<file path="src/rtl/instr_fields_regs.vh">
// Field positions, format codes and addressing-mode codes for the decoder
`ifndef INSTR_FIELDS_REGS_VH
`define INSTR_FIELDS_REGS_VH

// Field positions inside the halfword
`define TOP_HI          15
`define TOP_LO          12
`define FLD_A_HI        11
`define FLD_A_LO        8
`define FLD_B_HI        7
`define FLD_B_LO        4
`define FLD_C_HI        3
`define FLD_C_LO        0

// Format classes (4-bit code)
`define FMT_ZERO        4'h0
`define FMT_N           4'h1
`define FMT_M           4'h2
`define FMT_NM          4'h3
`define FMT_MD          4'h4
`define FMT_ND4         4'h5
`define FMT_NMD         4'h6
`define FMT_D8          4'h7
`define FMT_D12         4'h8
`define FMT_ND8         4'h9
`define FMT_I           4'hA
`define FMT_NI          4'hB

// Operand addressing modes (3-bit code)
`define AM_NONE         3'h0
`define AM_DIRECT       3'h1
`define AM_POSTINC      3'h2
`define AM_PREDEC       3'h3
`define AM_INDEXED      3'h4
`define AM_DISP         3'h5
`define AM_PCREL        3'h6
`define AM_GBR_INDEXED  3'h7

// Special operand targets (3-bit code)
`define SP_NONE         3'h0
`define SP_GP_ZERO      3'h1
`define SP_CTRL_SYS     3'h2
`define SP_ACCUM        3'h3

// No-operation code, the reset value of the opcode mask, and the trap vector shift
`define RST_INSTR       16'h0009
`define RST_MASK        16'hFFFF
`define TRAP_SHIFT      2

`endif

</file>
<file path="src/rtl/imm_extender.v">
// Immediate extender: zero, sign or zero-then-times-four
`timescale 1ns/1ns
`default_nettype none
module imm_extender
(
  // Raw field
  input  wire [7:0]  imm_raw,
  // Extension choice
  input  wire        sign_ext,
  input  wire        scale4,
  // Result
  output wire [31:0] imm_ext
);
  // Sign copy of the top bit, only when asked
  wire [23:0] upper;
  assign upper = sign_ext ? {24{imm_raw[7]}} : 24'h00_0000;

  // Scaling is a plain shift of the zero-extended byte
  assign imm_ext = scale4 ? ({24'h00_0000, imm_raw} << 2)
                          : {upper, imm_raw};
endmodule
`default_nettype wire

</file>
<file path="src/rtl/instr_format_field_decoder.v">
// Field extraction front end for 16-bit fixed-length instructions
`timescale 1ns/1ns
`default_nettype none
`include "instr_fields_regs.vh"
module instr_format_field_decoder
(
  // Clock and reset
  input  wire        clk,
  input  wire        rst,
  // From fetch
  input  wire        fetch_valid,
  input  wire [15:0] fetch_instr,
  // Decoded fields
  output reg         dec_valid_ff,
  output reg  [3:0]  dec_format_ff,
  output reg  [15:0] dec_opcode_mask_ff,
  output reg  [3:0]  src_idx_ff,
  output reg  [3:0]  dst_idx_ff,
  output reg  [2:0]  src_mode_ff,
  output reg  [2:0]  dst_mode_ff,
  output reg  [2:0]  src_special_ff,
  output reg  [2:0]  dst_special_ff,
  output reg  [11:0] disp_ff,
  output reg         disp_valid_ff,
  output reg  [31:0] imm_ff,
  output reg         imm_valid_ff,
  output reg         src_post_inc_ff,
  output reg         dst_post_inc_ff
);
  // Field slices
  wire [3:0] top;
  wire [3:0] fa;
  wire [3:0] fb;
  wire [3:0] fc;
  wire [7:0] lo8;
  assign top = fetch_instr[`TOP_HI:`TOP_LO];
  assign fa  = fetch_instr[`FLD_A_HI:`FLD_A_LO];
  assign fb  = fetch_instr[`FLD_B_HI:`FLD_B_LO];
  assign fc  = fetch_instr[`FLD_C_HI:`FLD_C_LO];
  assign lo8 = fetch_instr[7:0];

  // Next values
  reg [3:0]  nxt_format;
  reg [15:0] nxt_mask;
  reg [3:0]  nxt_src;
  reg [3:0]  nxt_dst;
  reg [2:0]  nxt_smode;
  reg [2:0]  nxt_dmode;
  reg [2:0]  nxt_sspec;
  reg [2:0]  nxt_dspec;
  reg [11:0] nxt_disp;
  reg        nxt_dvalid;
  reg        nxt_ivalid;
  reg        nxt_sinc;
  reg        nxt_dinc;
  reg        sext;           // Immediate sign-extension select
  reg        trap4;          // Trap vector scaling select
  wire [31:0] imm_ext;       // Extended immediate

  // Shared extender for every 8-bit immediate
  imm_extender u_ext
  (
    .imm_raw  (lo8),
    .sign_ext (sext),
    .scale4   (trap4),
    .imm_ext  (imm_ext)
  );

  // Classify by the code bits, then slice the operand fields.
  // Only the classes this front end knows are listed; any other code
  // falls to the operand-free class so the datapath never sees junk.
  always @*
  begin
    nxt_format = `FMT_ZERO;
    nxt_mask   = 16'hFFFF;
    nxt_src    = 4'h0;
    nxt_dst    = 4'h0;
    nxt_smode  = `AM_NONE;
    nxt_dmode  = `AM_NONE;
    nxt_sspec  = `SP_NONE;
    nxt_dspec  = `SP_NONE;
    nxt_disp   = 12'h000;
    nxt_dvalid = 1'b0;
    nxt_ivalid = 1'b0;
    nxt_sinc   = 1'b0;
    nxt_dinc   = 1'b0;
    sext       = 1'b0;
    trap4      = 1'b0;
    case (top)
      4'h0:
      begin
        if (fetch_instr == `RST_INSTR)
        begin
          // No-operation: all code, no operands
          nxt_format = `FMT_ZERO;
        end
        else if (fc == 4'hF)
        begin
          // Multiply-accumulate word
          nxt_format = `FMT_NM;
          nxt_mask   = 16'hF00F;
          nxt_src    = fb;
          nxt_dst    = fa;
          nxt_smode  = `AM_POSTINC;
          nxt_dmode  = `AM_POSTINC;
          nxt_sinc   = 1'b1;
          nxt_dinc   = 1'b1;
          nxt_dspec  = `SP_ACCUM;
        end
        else if (fc == 4'h4 || fc == 4'h5 || fc == 4'h6)
        begin
          // Store to gp_reg_zero plus destination index
          nxt_format = `FMT_NM;
          nxt_mask   = 16'hF00F;
          nxt_src    = fb;
          nxt_dst    = fa;
          nxt_smode  = `AM_DIRECT;
          nxt_dmode  = `AM_INDEXED;
        end
        else if (fc == 4'hE && fb[3:2] == 2'b00)
        begin
          // Control register loaded from source
          nxt_format = `FMT_M;
          nxt_mask   = 16'hF0FF;
          nxt_src    = fa;
          nxt_smode  = `AM_DIRECT;
          nxt_dspec  = `SP_CTRL_SYS;
        end
        else
        begin
          nxt_format = `FMT_ZERO;
        end
      end
      4'h4:
      begin
        if (fc == 4'h7 || fc == 4'hA || fc == 4'hE)
        begin
          // Control/system load, post-incremented when from memory
          nxt_format = `FMT_M;
          nxt_mask   = 16'hF0FF;
          nxt_src    = fa;
          nxt_dspec  = `SP_CTRL_SYS;
          if (fc == 4'h7)
          begin
            nxt_smode = `AM_POSTINC;
            nxt_sinc  = 1'b1;
          end
          else
          begin
            nxt_smode = `AM_DIRECT;
          end
        end
      end
      4'h2, 4'h3, 4'h6:
      begin
        // Register-register: direct, indexed, post-inc or pre-dec
        nxt_format = `FMT_NM;
        nxt_mask   = 16'hF00F;
        nxt_src    = fb;
        nxt_dst    = fa;
        nxt_smode  = `AM_DIRECT;
        nxt_dmode  = `AM_DIRECT;
        if (top == 4'h2 && fc[3:2] == 2'b01)
        begin
          nxt_dmode = `AM_PREDEC;
        end
        else if (top == 4'h2 && fc[3:2] == 2'b00)
        begin
          nxt_dmode = `AM_INDEXED;
        end
        else if (top == 4'h6 && fc[3:2] == 2'b01)
        begin
          nxt_smode = `AM_POSTINC;
          nxt_sinc  = 1'b1;
        end
      end
      4'h1, 4'h5:
      begin
        // Displacement with two indices, store (1) or load (5)
        nxt_format = `FMT_NMD;
        nxt_mask   = 16'hF000;
        nxt_src    = fb;
        nxt_dst    = fa;
        nxt_disp   = {8'h00, fc};
        nxt_dvalid = 1'b1;
        nxt_smode  = (top == 4'h5) ? `AM_DISP : `AM_DIRECT;
        nxt_dmode  = (top == 4'h5) ? `AM_DIRECT : `AM_DISP;
      end
      4'h8:
      begin
        if (fa == 4'h4 || fa == 4'h5)
        begin
          // Load with displacement into gp_reg_zero
          nxt_format = `FMT_MD;
          nxt_mask   = 16'hFF00;
          nxt_src    = fb;
          nxt_smode  = `AM_DISP;
          nxt_disp   = {8'h00, fc};
          nxt_dvalid = 1'b1;
          nxt_dmode  = `AM_DIRECT;
          nxt_dspec  = `SP_GP_ZERO;
        end
        else if (fa == 4'h0 || fa == 4'h1)
        begin
          // Store with displacement from gp_reg_zero
          nxt_format = `FMT_ND4;
          nxt_mask   = 16'hFF00;
          nxt_dst    = fb;
          nxt_dmode  = `AM_DISP;
          nxt_disp   = {8'h00, fc};
          nxt_dvalid = 1'b1;
          nxt_smode  = `AM_DIRECT;
          nxt_sspec  = `SP_GP_ZERO;
        end
        else
        begin
          // Compare or conditional branch: short PC displacement
          nxt_format = `FMT_D8;
          nxt_mask   = 16'hFF00;
          nxt_disp   = {4'h0, lo8};
          nxt_dvalid = 1'b1;
          nxt_dmode  = `AM_PCREL;
        end
      end
      4'hA, 4'hB:
      begin
        // Long branch, no register operand
        nxt_format = `FMT_D12;
        nxt_mask   = 16'hF000;
        nxt_disp   = fetch_instr[11:0];
        nxt_dvalid = 1'b1;
        nxt_dmode  = `AM_PCREL;
      end
      4'h9, 4'hD:
      begin
        // PC-relative load into a register
        nxt_format = `FMT_ND8;
        nxt_mask   = 16'hF000;
        nxt_dst    = fa;
        nxt_dmode  = `AM_DIRECT;
        nxt_smode  = `AM_PCREL;
        nxt_disp   = {4'h0, lo8};
        nxt_dvalid = 1'b1;
      end
      4'hC:
      begin
        // Immediate-only class
        nxt_format = `FMT_I;
        nxt_mask   = 16'hFF00;
        nxt_ivalid = 1'b1;
        if (fa == 4'h3)
        begin
          trap4 = 1'b1;
        end
        else if (fa[3:2] == 2'b11)
        begin
          nxt_dmode = `AM_GBR_INDEXED;
        end
        else if (fa[3:2] == 2'b10)
        begin
          // Logic on gp_reg_zero, zero-extended
          nxt_dmode = `AM_DIRECT;
          nxt_dspec = `SP_GP_ZERO;
        end
        else
        begin
          nxt_dmode = `AM_DIRECT;
          nxt_dspec = `SP_GP_ZERO;
        end
      end
      4'h7, 4'hE:
      begin
        // Register plus sign-extended immediate
        nxt_format = `FMT_NI;
        nxt_mask   = 16'hF000;
        nxt_dst    = fa;
        nxt_dmode  = `AM_DIRECT;
        nxt_ivalid = 1'b1;
        sext       = 1'b1;
      end
      default:
      begin
        nxt_format = `FMT_ZERO;
      end
    endcase
    // Compare-equal immediate in the 8 group sign-extends too
    if (top == 4'h8 && fa == 4'h8)
    begin
      nxt_ivalid = 1'b1;
      nxt_dvalid = 1'b0;
      nxt_dmode  = `AM_NONE;
      nxt_sspec  = `SP_GP_ZERO;
      sext       = 1'b1;
    end
  end

  // Output stage; one cycle of latency keeps data outputs registered
  always @(posedge clk or posedge rst)
  begin
    if (rst)
    begin
      dec_valid_ff       <= 1'b0;
      dec_format_ff      <= `FMT_ZERO;
      dec_opcode_mask_ff <= `RST_MASK;
      src_idx_ff         <= 4'h0;
      dst_idx_ff         <= 4'h0;
      src_mode_ff        <= `AM_NONE;
      dst_mode_ff        <= `AM_NONE;
      src_special_ff     <= `SP_NONE;
      dst_special_ff     <= `SP_NONE;
      disp_ff            <= 12'h000;
      disp_valid_ff      <= 1'b0;
      imm_ff             <= 32'h0000_0000;
      imm_valid_ff       <= 1'b0;
      src_post_inc_ff    <= 1'b0;
      dst_post_inc_ff    <= 1'b0;
    end
    else
    begin
      dec_valid_ff       <= fetch_valid;
      dec_format_ff      <= nxt_format;
      dec_opcode_mask_ff <= nxt_mask;
      src_idx_ff         <= nxt_src;
      dst_idx_ff         <= nxt_dst;
      src_mode_ff        <= nxt_smode;
      dst_mode_ff        <= nxt_dmode;
      src_special_ff     <= nxt_sspec;
      dst_special_ff     <= nxt_dspec;
      disp_ff            <= nxt_disp;
      disp_valid_ff      <= nxt_dvalid;
      imm_ff             <= nxt_ivalid ? imm_ext : 32'h0000_0000;
      imm_valid_ff       <= nxt_ivalid;
      src_post_inc_ff    <= nxt_sinc;
      dst_post_inc_ff    <= nxt_dinc;
    end
  end
endmodule
`default_nettype wire

</file>
<file path="config.mk">
export PLATFORM = sky130hd
export DESIGN_NAME = instr_format_field_decoder
export DESIGN_NICKNAME = d
export VERILOG_FILES = /design/src/rtl/imm_extender.v /design/src/rtl/instr_format_field_decoder.v
export VERILOG_INCLUDE_DIRS = /design/src /design/src/rtl
export SDC_FILE = /design/constraint.sdc
export NUM_CORES = 1
export LEC_CHECK = 0
export BUFFER_PORTS_ARGS = -buffer_cell sky130_fd_sc_hd__buf_2
export CELL_PAD_IN_SITES_DETAIL_PLACEMENT = 1
export CELL_PAD_IN_SITES_GLOBAL_PLACEMENT = 1
export CORE_MARGIN = 2
export CORE_UTILIZATION = 33
export CTS_CLUSTER_SIZE = 40
export DETAILED_ROUTE_END_ITERATION = 12
export MAX_ROUTING_LAYER = met4
export PLACE_DENSITY_LB_ADDON = 0.1
export SLEW_MARGIN = 20
export SYNTH_ARGS = -nofsm -noshare
export SYNTH_HDL_FRONTEND = slang
export SYNTH_SLANG_ARGS = --single-unit
</file>
<file path="constraint.sdc">
create_clock -name clk -period 2.78 [get_ports clk]
set_input_delay 0 -clock clk [delete_from_list [all_inputs] [get_ports clk]]
set_output_delay 0 -clock clk [all_outputs]
set_load 0.02 [all_outputs]
</file>
==> results.json, run 1 <==
{
  "port_buffers": 100,
  "seq_area_frac_synth_pct": 49.4,
  "drv_slew": 0,
  "cp_top_family": "simple AND/OR/NAND/NOR gates",
  "cp_cell_sequence": "dlygate4sd3_1 -> buf_2 -> nor4bb_1 -> nand4_1 -> mux2i_1 -> nor2_1",
  "drive_above_1_share_pct": 35.9,
  "tns_ns": 0,
  "rows": 32,
  "synth_area_leaders": "dfrtp_1, buf_4, nor2_1, dfstp_2, a22o_1",
  "synth_cell_types": 49,
  "hpwlAfterDp_microns": 5100,
  "synth-main-ff-cell": "dfrtp_1",
  "routed_via_density": 4.81,
  "ioPinCount": 108,
  "finalSetupViolCount": 0,
  "cts_num_sinks": 52,
  "status": "finished clean",
  "synth_edf_count": 0,
  "wirelength_microns": 6840,
  "wl_per_cell_microns": 15.7,
  "hold_class": "in2reg",
  "grt_max_degree": 53,
  "antennaDiodeCount": 0,
  "cp-end-kind": "register",
  "die_w_microns": 93.4,
  "hold_violations": 0,
  "ctsResizeCount": 0,
  "syn_avg_cell_area_sq_um": 9.81,
  "grt.overflow.total": 0,
  "finalPower_mw": 1.68,
  "layout.nets": 352,
  "yosys-top-cells-count": "dfrtp_1, buf_4, nor2_1",
  "drtPass1Iterations": 4,
  "ant_nets": 0,
  "placed_area_sq_um": 2940,
  "cts_buffer_depth": 2,
  "cp_data_arrival_time_ns": 2.07,
  "postLayoutCoreUtil_pct": 40.4,
  "worst-slew-pin-transition_ns": 0.869,
  "slew_headroom_pct": 42.0,
  "drc": 0,
  "startpoint_type": "input pin",
  "rsz0062_at_grt": "no",
  "vias": 2099,
  "final_cell_area_sq_um": 3120,
  "cts_tree": "done",
  "area_growth_pct": 18.2,
  "power.density_nw_per_um2": 538,
  "fin_crit_ns": 1.89,
  "slowest_stage": "nand4_1",
  "yosysWarnings": 0,
  "path_buf_inv": 2,
  "ir_drop_v": 0.000238,
  "worstPathMaxFanout": 10,
  "cts_root_buffer": "clkbuf_8",
  "maxCapViolCount": 0,
  "n_fill_cell": 938,
  "cts_max_level": 2,
  "ys_ff_latch": 52,
  "grt.total_usage_pct": 16.3,
  "initial_utilization_pct": 34.2,
  "multi_input_area_sq_um": 963,
  "syn_inst": 269,
  "yosysMostFrequentCell": "dfrtp_1",
  "yosysTopAreaCellShare_pct": 46.4,
  "max_stage_delay_ns": 0.55,
  "die_area_sq_um": 8730,
  "grt_pass1_wl_microns": 10800,
  "p_leak_nw": 1.74,
  "place_congestion": 0.837,
  "antenna_found_initial": 0,
  "clkTransAtPathRegs_ns": 0.09,
  "period_share_pct": 68.0,
  "critical_path_class": "in2reg",
  "synthArstFlopShare_pct": 100,
  "seq_area_sq_um": 1310,
  "first_global_vias": 2019,
  "yosys.area.top_type": "dfrtp_1",
  "die_y_microns": 93.4,
  "cts-buffers-inserted": 5,
  "core-area_sq_um": 7730,
  "detail_route.iter0.violations": 35,
  "required_ns": 2.96,
  "fmax_mhz": 529,
  "syn_area_sq_um": 2640
}
area by class of cell:
| cell class | count | area share, % |
|---|---|---|
| Clock inverter | 2 | 1.24 |
| Inverter | 11 | 1.36 |
| Multi-Input combinational cell | 157 | 30.9 |
| Sequential cell | 52 | 41.8 |
| Tap cell | 102 | 4.09 |
| Timing Repair Buffer | 106 | 18.0 |
| Clock buffer | 6 | 2.65 |
path summary, 6_finish.rpt:
check                                from                to  slack [ns]  depth (start not counted)
min                        fetch_instr[6]     src_idx_ff[2]       0.009                          2
max in group asynchronous             rst  dec_format_ff[3]        1.88                          3
min in group asynchronous             rst      dec_valid_ff        0.39                          3
max                        fetch_instr[8]         imm_ff[5]        0.89                          6
flip-flops by register name, summed over array words and instances (netlist names):
| signal | cells |
|---|---|
| imm_ff | 11 |
| disp_ff | 12 |
| dec_format_ff | 4 |
| imm_valid_ff | 1 |
| dst_post_inc_ff | 1 |
| src_idx_ff | 4 |
| dec_opcode_mask_ff | 3 |
| dst_special_ff | 2 |
| src_special_ff | 1 |
| src_post_inc_ff | 1 |
| dst_mode_ff | 3 |
| src_mode_ff | 3 |
| dec_valid_ff | 1 |
| disp_valid_ff | 1 |
| dst_idx_ff | 4 |
where the power goes:
group | switching, mW | internal (mW) | total, mW
Combinational | 0.227 | 0.104 | 0.331
Clock | 0.240 | 0.294 | 0.535
Sequential | 0.0135 | 0.799 | 0.812
repair_timing:
item / in CTS / in global routing
hold buffers: 6 / 0
hold endpoints to repair: 54 / 0
setup endpoints to repair: 0 / 0
setup buffers: 0 / 0
cells in the final DEF, fill, tap and decap left out, drive strengths merged, types with 7 or more instances in the layout:
cell,count
a21oi,8
nor3,8
inv,9
o21ai,11
and2,8
buf,100
nor2,28
conb,7
dfrtp,49
a22o,9
nand2,8
logic make-up (layout without fill, tap and decap cells):
group	count (synthesis)	count (layout)	synth area share [%]
xor gates and xnor gates	1	1	0.332
AOI/OAI and AO/OA	57	57	15.0
and+or+nand+nor	86	86	17.9
buffers and inverters	65	125	14.8
muxes	6	6	2.27
DFF	52	52	49.4
other	2	7	0.284
metrics by stage:
step / hold WS (ns) / setup slack (ns) / cells
after floorplan: 0.0314 / 1.45 / 274
after global placement: 0.108 / 1.00 / 422
after detailed placement: 0.112 / 0.931 / 422
after CTS: 0.0154 / 0.885 / 436
after global routing: 0.0211 / 0.729 / 436
final: 0.00858 / 0.888 / 436
metal layers:
metal	vias up	global-route usage, %	wire [microns]
met4	0	4.78	73
met5	-	-	0
met3	5	2.26	316
met1	1032	22.0	3200
li1	1001	-	-
met2	61	25.7	3260
Power figures use the tool's default switching activity.
==> inputs of run 2 (changes only) <==
==> constraint.sdc (replaced) <==
create_clock -name clk -period 1.9 [get_ports clk]
set_input_delay 0 -clock clk [delete_from_list [all_inputs] [get_ports clk]]
set_output_delay 0 -clock clk [all_outputs]
set_load 0.02 [all_outputs]
==> run 2 against run 1 <==
Compared with the run above:
- utilization grew 1.1 points
- critical path depth shrank 1
- via count grew 2.0%
- global-route usage grew 0.81 points
- clock power grew 46%
- combinational power grew 52%
- first-iteration DRC count grew 46%
- sequential power grew 47%
==> results.json, run 2 (same netlist as run 1, synthesis figures left out) <==
{
  "status": "finished clean",
  "antennaDiodeCount": 0,
  "grt-busiest-layer": "met2",
  "vias": 2142,
  "drv_slew": 0,
  "wirelength_microns": 7180,
  "grt_use_met1_pct": 24.0,
  "worst-slew-pin-transition_ns": 0.711,
  "cts_buffer_depth": 2,
  "cp-startpoint": "fetch_instr[15]",
  "layout.nets": 362,
  "ant_nets": 0,
  "power.density_nw_per_um2": 772,
  "reg.largest.list": "disp_ff x12, imm_ff x11",
  "startpoint_type": "input pin",
  "port_buffers": 100,
  "cp_data_arrival_time_ns": 1.65,
  "grt.total_usage_pct": 17.1,
  "die_y_microns": 93.4,
  "grt.overflow.total": 0,
  "gr-usage-met3_pct": 2.82,
  "routed_via_density": 4.80,
  "post_cts_buffers": 0,
  "detail_route.iter0.violations": 51,
  "critical_path_class": "in2reg",
  "fmax_mhz": 712,
  "die_w_microns": 93.4,
  "grt_pass1_wl_microns": 11200,
  "final_cells": 446,
  "grt_max_degree": 32,
  "drtPass1Iterations": 4,
  "clkTransAtPathRegs_ns": 0.09,
  "cp-end-kind": "register",
  "final_common_cell": "buf_2",
  "tns_ns": 0,
  "wl_per_cell_microns": 16.1,
  "n_fill_cell": 928,
  "cts_tree": "done",
  "largest_register": "disp_ff",
  "hold_start": "fetch_instr[7]",
  "worstPathMaxFanout": 12,
  "ioPinCount": 108,
  "hpwlAfterDp_microns": 5350,
  "hold_class": "in2reg",
  "core-area_sq_um": 7730,
  "ctsResizeCount": 0,
  "p_leak_nw": 1.79,
  "first_global_vias": 2056,
  "cts_max_level": 2,
  "use_met2_pct": 25.7,
  "place_inst": 433,
  "rsz0062_at_grt": "no",
  "rows": 32,
  "finalSetupViolCount": 0,
  "die_area_sq_um": 8730,
  "cts-buffers-inserted": 5,
  "period_share_pct": 73.9,
  "required_ns": 2.15,
  "hold_violations": 0,
  "drc": 0,
  "largest_reg_flops": 12,
  "antenna_found_initial": 0,
  "drive_above_1_share_pct": 38.1,
  "cts_num_sinks": 52,
  "final_cell_mix": "buf_2, dfrtp_1, nor2_1",
  "ir_drop_v": 0.000296,
  "maxCapViolCount": 0,
  "fin_crit_ns": 1.40,
  "place_congestion": 0.844,
  "whs_ns": 0.0171,
  "area_growth_pct": 21.4,
  "cts_root_buffer": "clkbuf_8",
  "slew_headroom_pct": 52.2,
  "initial_utilization_pct": 34.2
}
## run 2: through the flow
| stage | util (%) | worst slack, ns | total power [mW] | cell area [sq um] |
|---|---|---|---|---|
| floorplan | - | 0.572 | 1.57 | 2660 |
| global placement | 39.2 | 0.219 | 1.71 | 3030 |
| detailed placement | 39.2 | 0.160 | 1.71 | 3030 |
| CTS | 41.5 | 0.477 | 2.51 | 3200 |
| global route | 41.5 | 0.376 | 2.59 | 3200 |
| finish | 41.5 | 0.496 | 2.47 | 3200 |
## run 2: cell type report
type                    instances  area [sq um]  share of cell area [%]
clock buffers                   6          82.6                    2.58
clock inverters                 2          38.8                    1.21
inverters                      11          41.3                    1.29
multi-input cells             157           963                    30.1
flip-flops and latches         52          1310                    40.7
well taps                     102           128                    3.98
repair buffers                116           646                    20.1
## run 2: final timing paths
kind                                     endpoint  depth (start not counted)
min in group asynchronous               imm_ff[2]                          3
hold / removal                      dst_idx_ff[3]                          2
max in group asynchronous  dec_opcode_mask_ff[10]                          4
setup / recovery                        imm_ff[0]                          5
## run 2: critical path, cell delays in order
cell and delay (ns):
buf_2 0.20, or4b_1 0.64, nor4_4 0.42, a21oi_2 0.15
and3b_1 0.23
## run 2: timing repair
item	4_1_cts	5_1_grt
hold buffers	5	0
endpoints found under the hold margin	24	0
endpoints found under the setup margin	0	0
## run 2: report_power, final
group | switching [mW] | internal [mW] | total (mW)
sequential | 0.0205 | 1.17 | 1.19
combinational | 0.337 | 0.167 | 0.503
clock | 0.352 | 0.431 | 0.783
total | 0.709 | 1.77 | 2.47
## run 2: metal layers
layer,up-vias,share of wire [%]
li1,1021,-
met2,73,47
met3,6,5.4
met1,1042,47
met4,0,0.99
met5,-,0
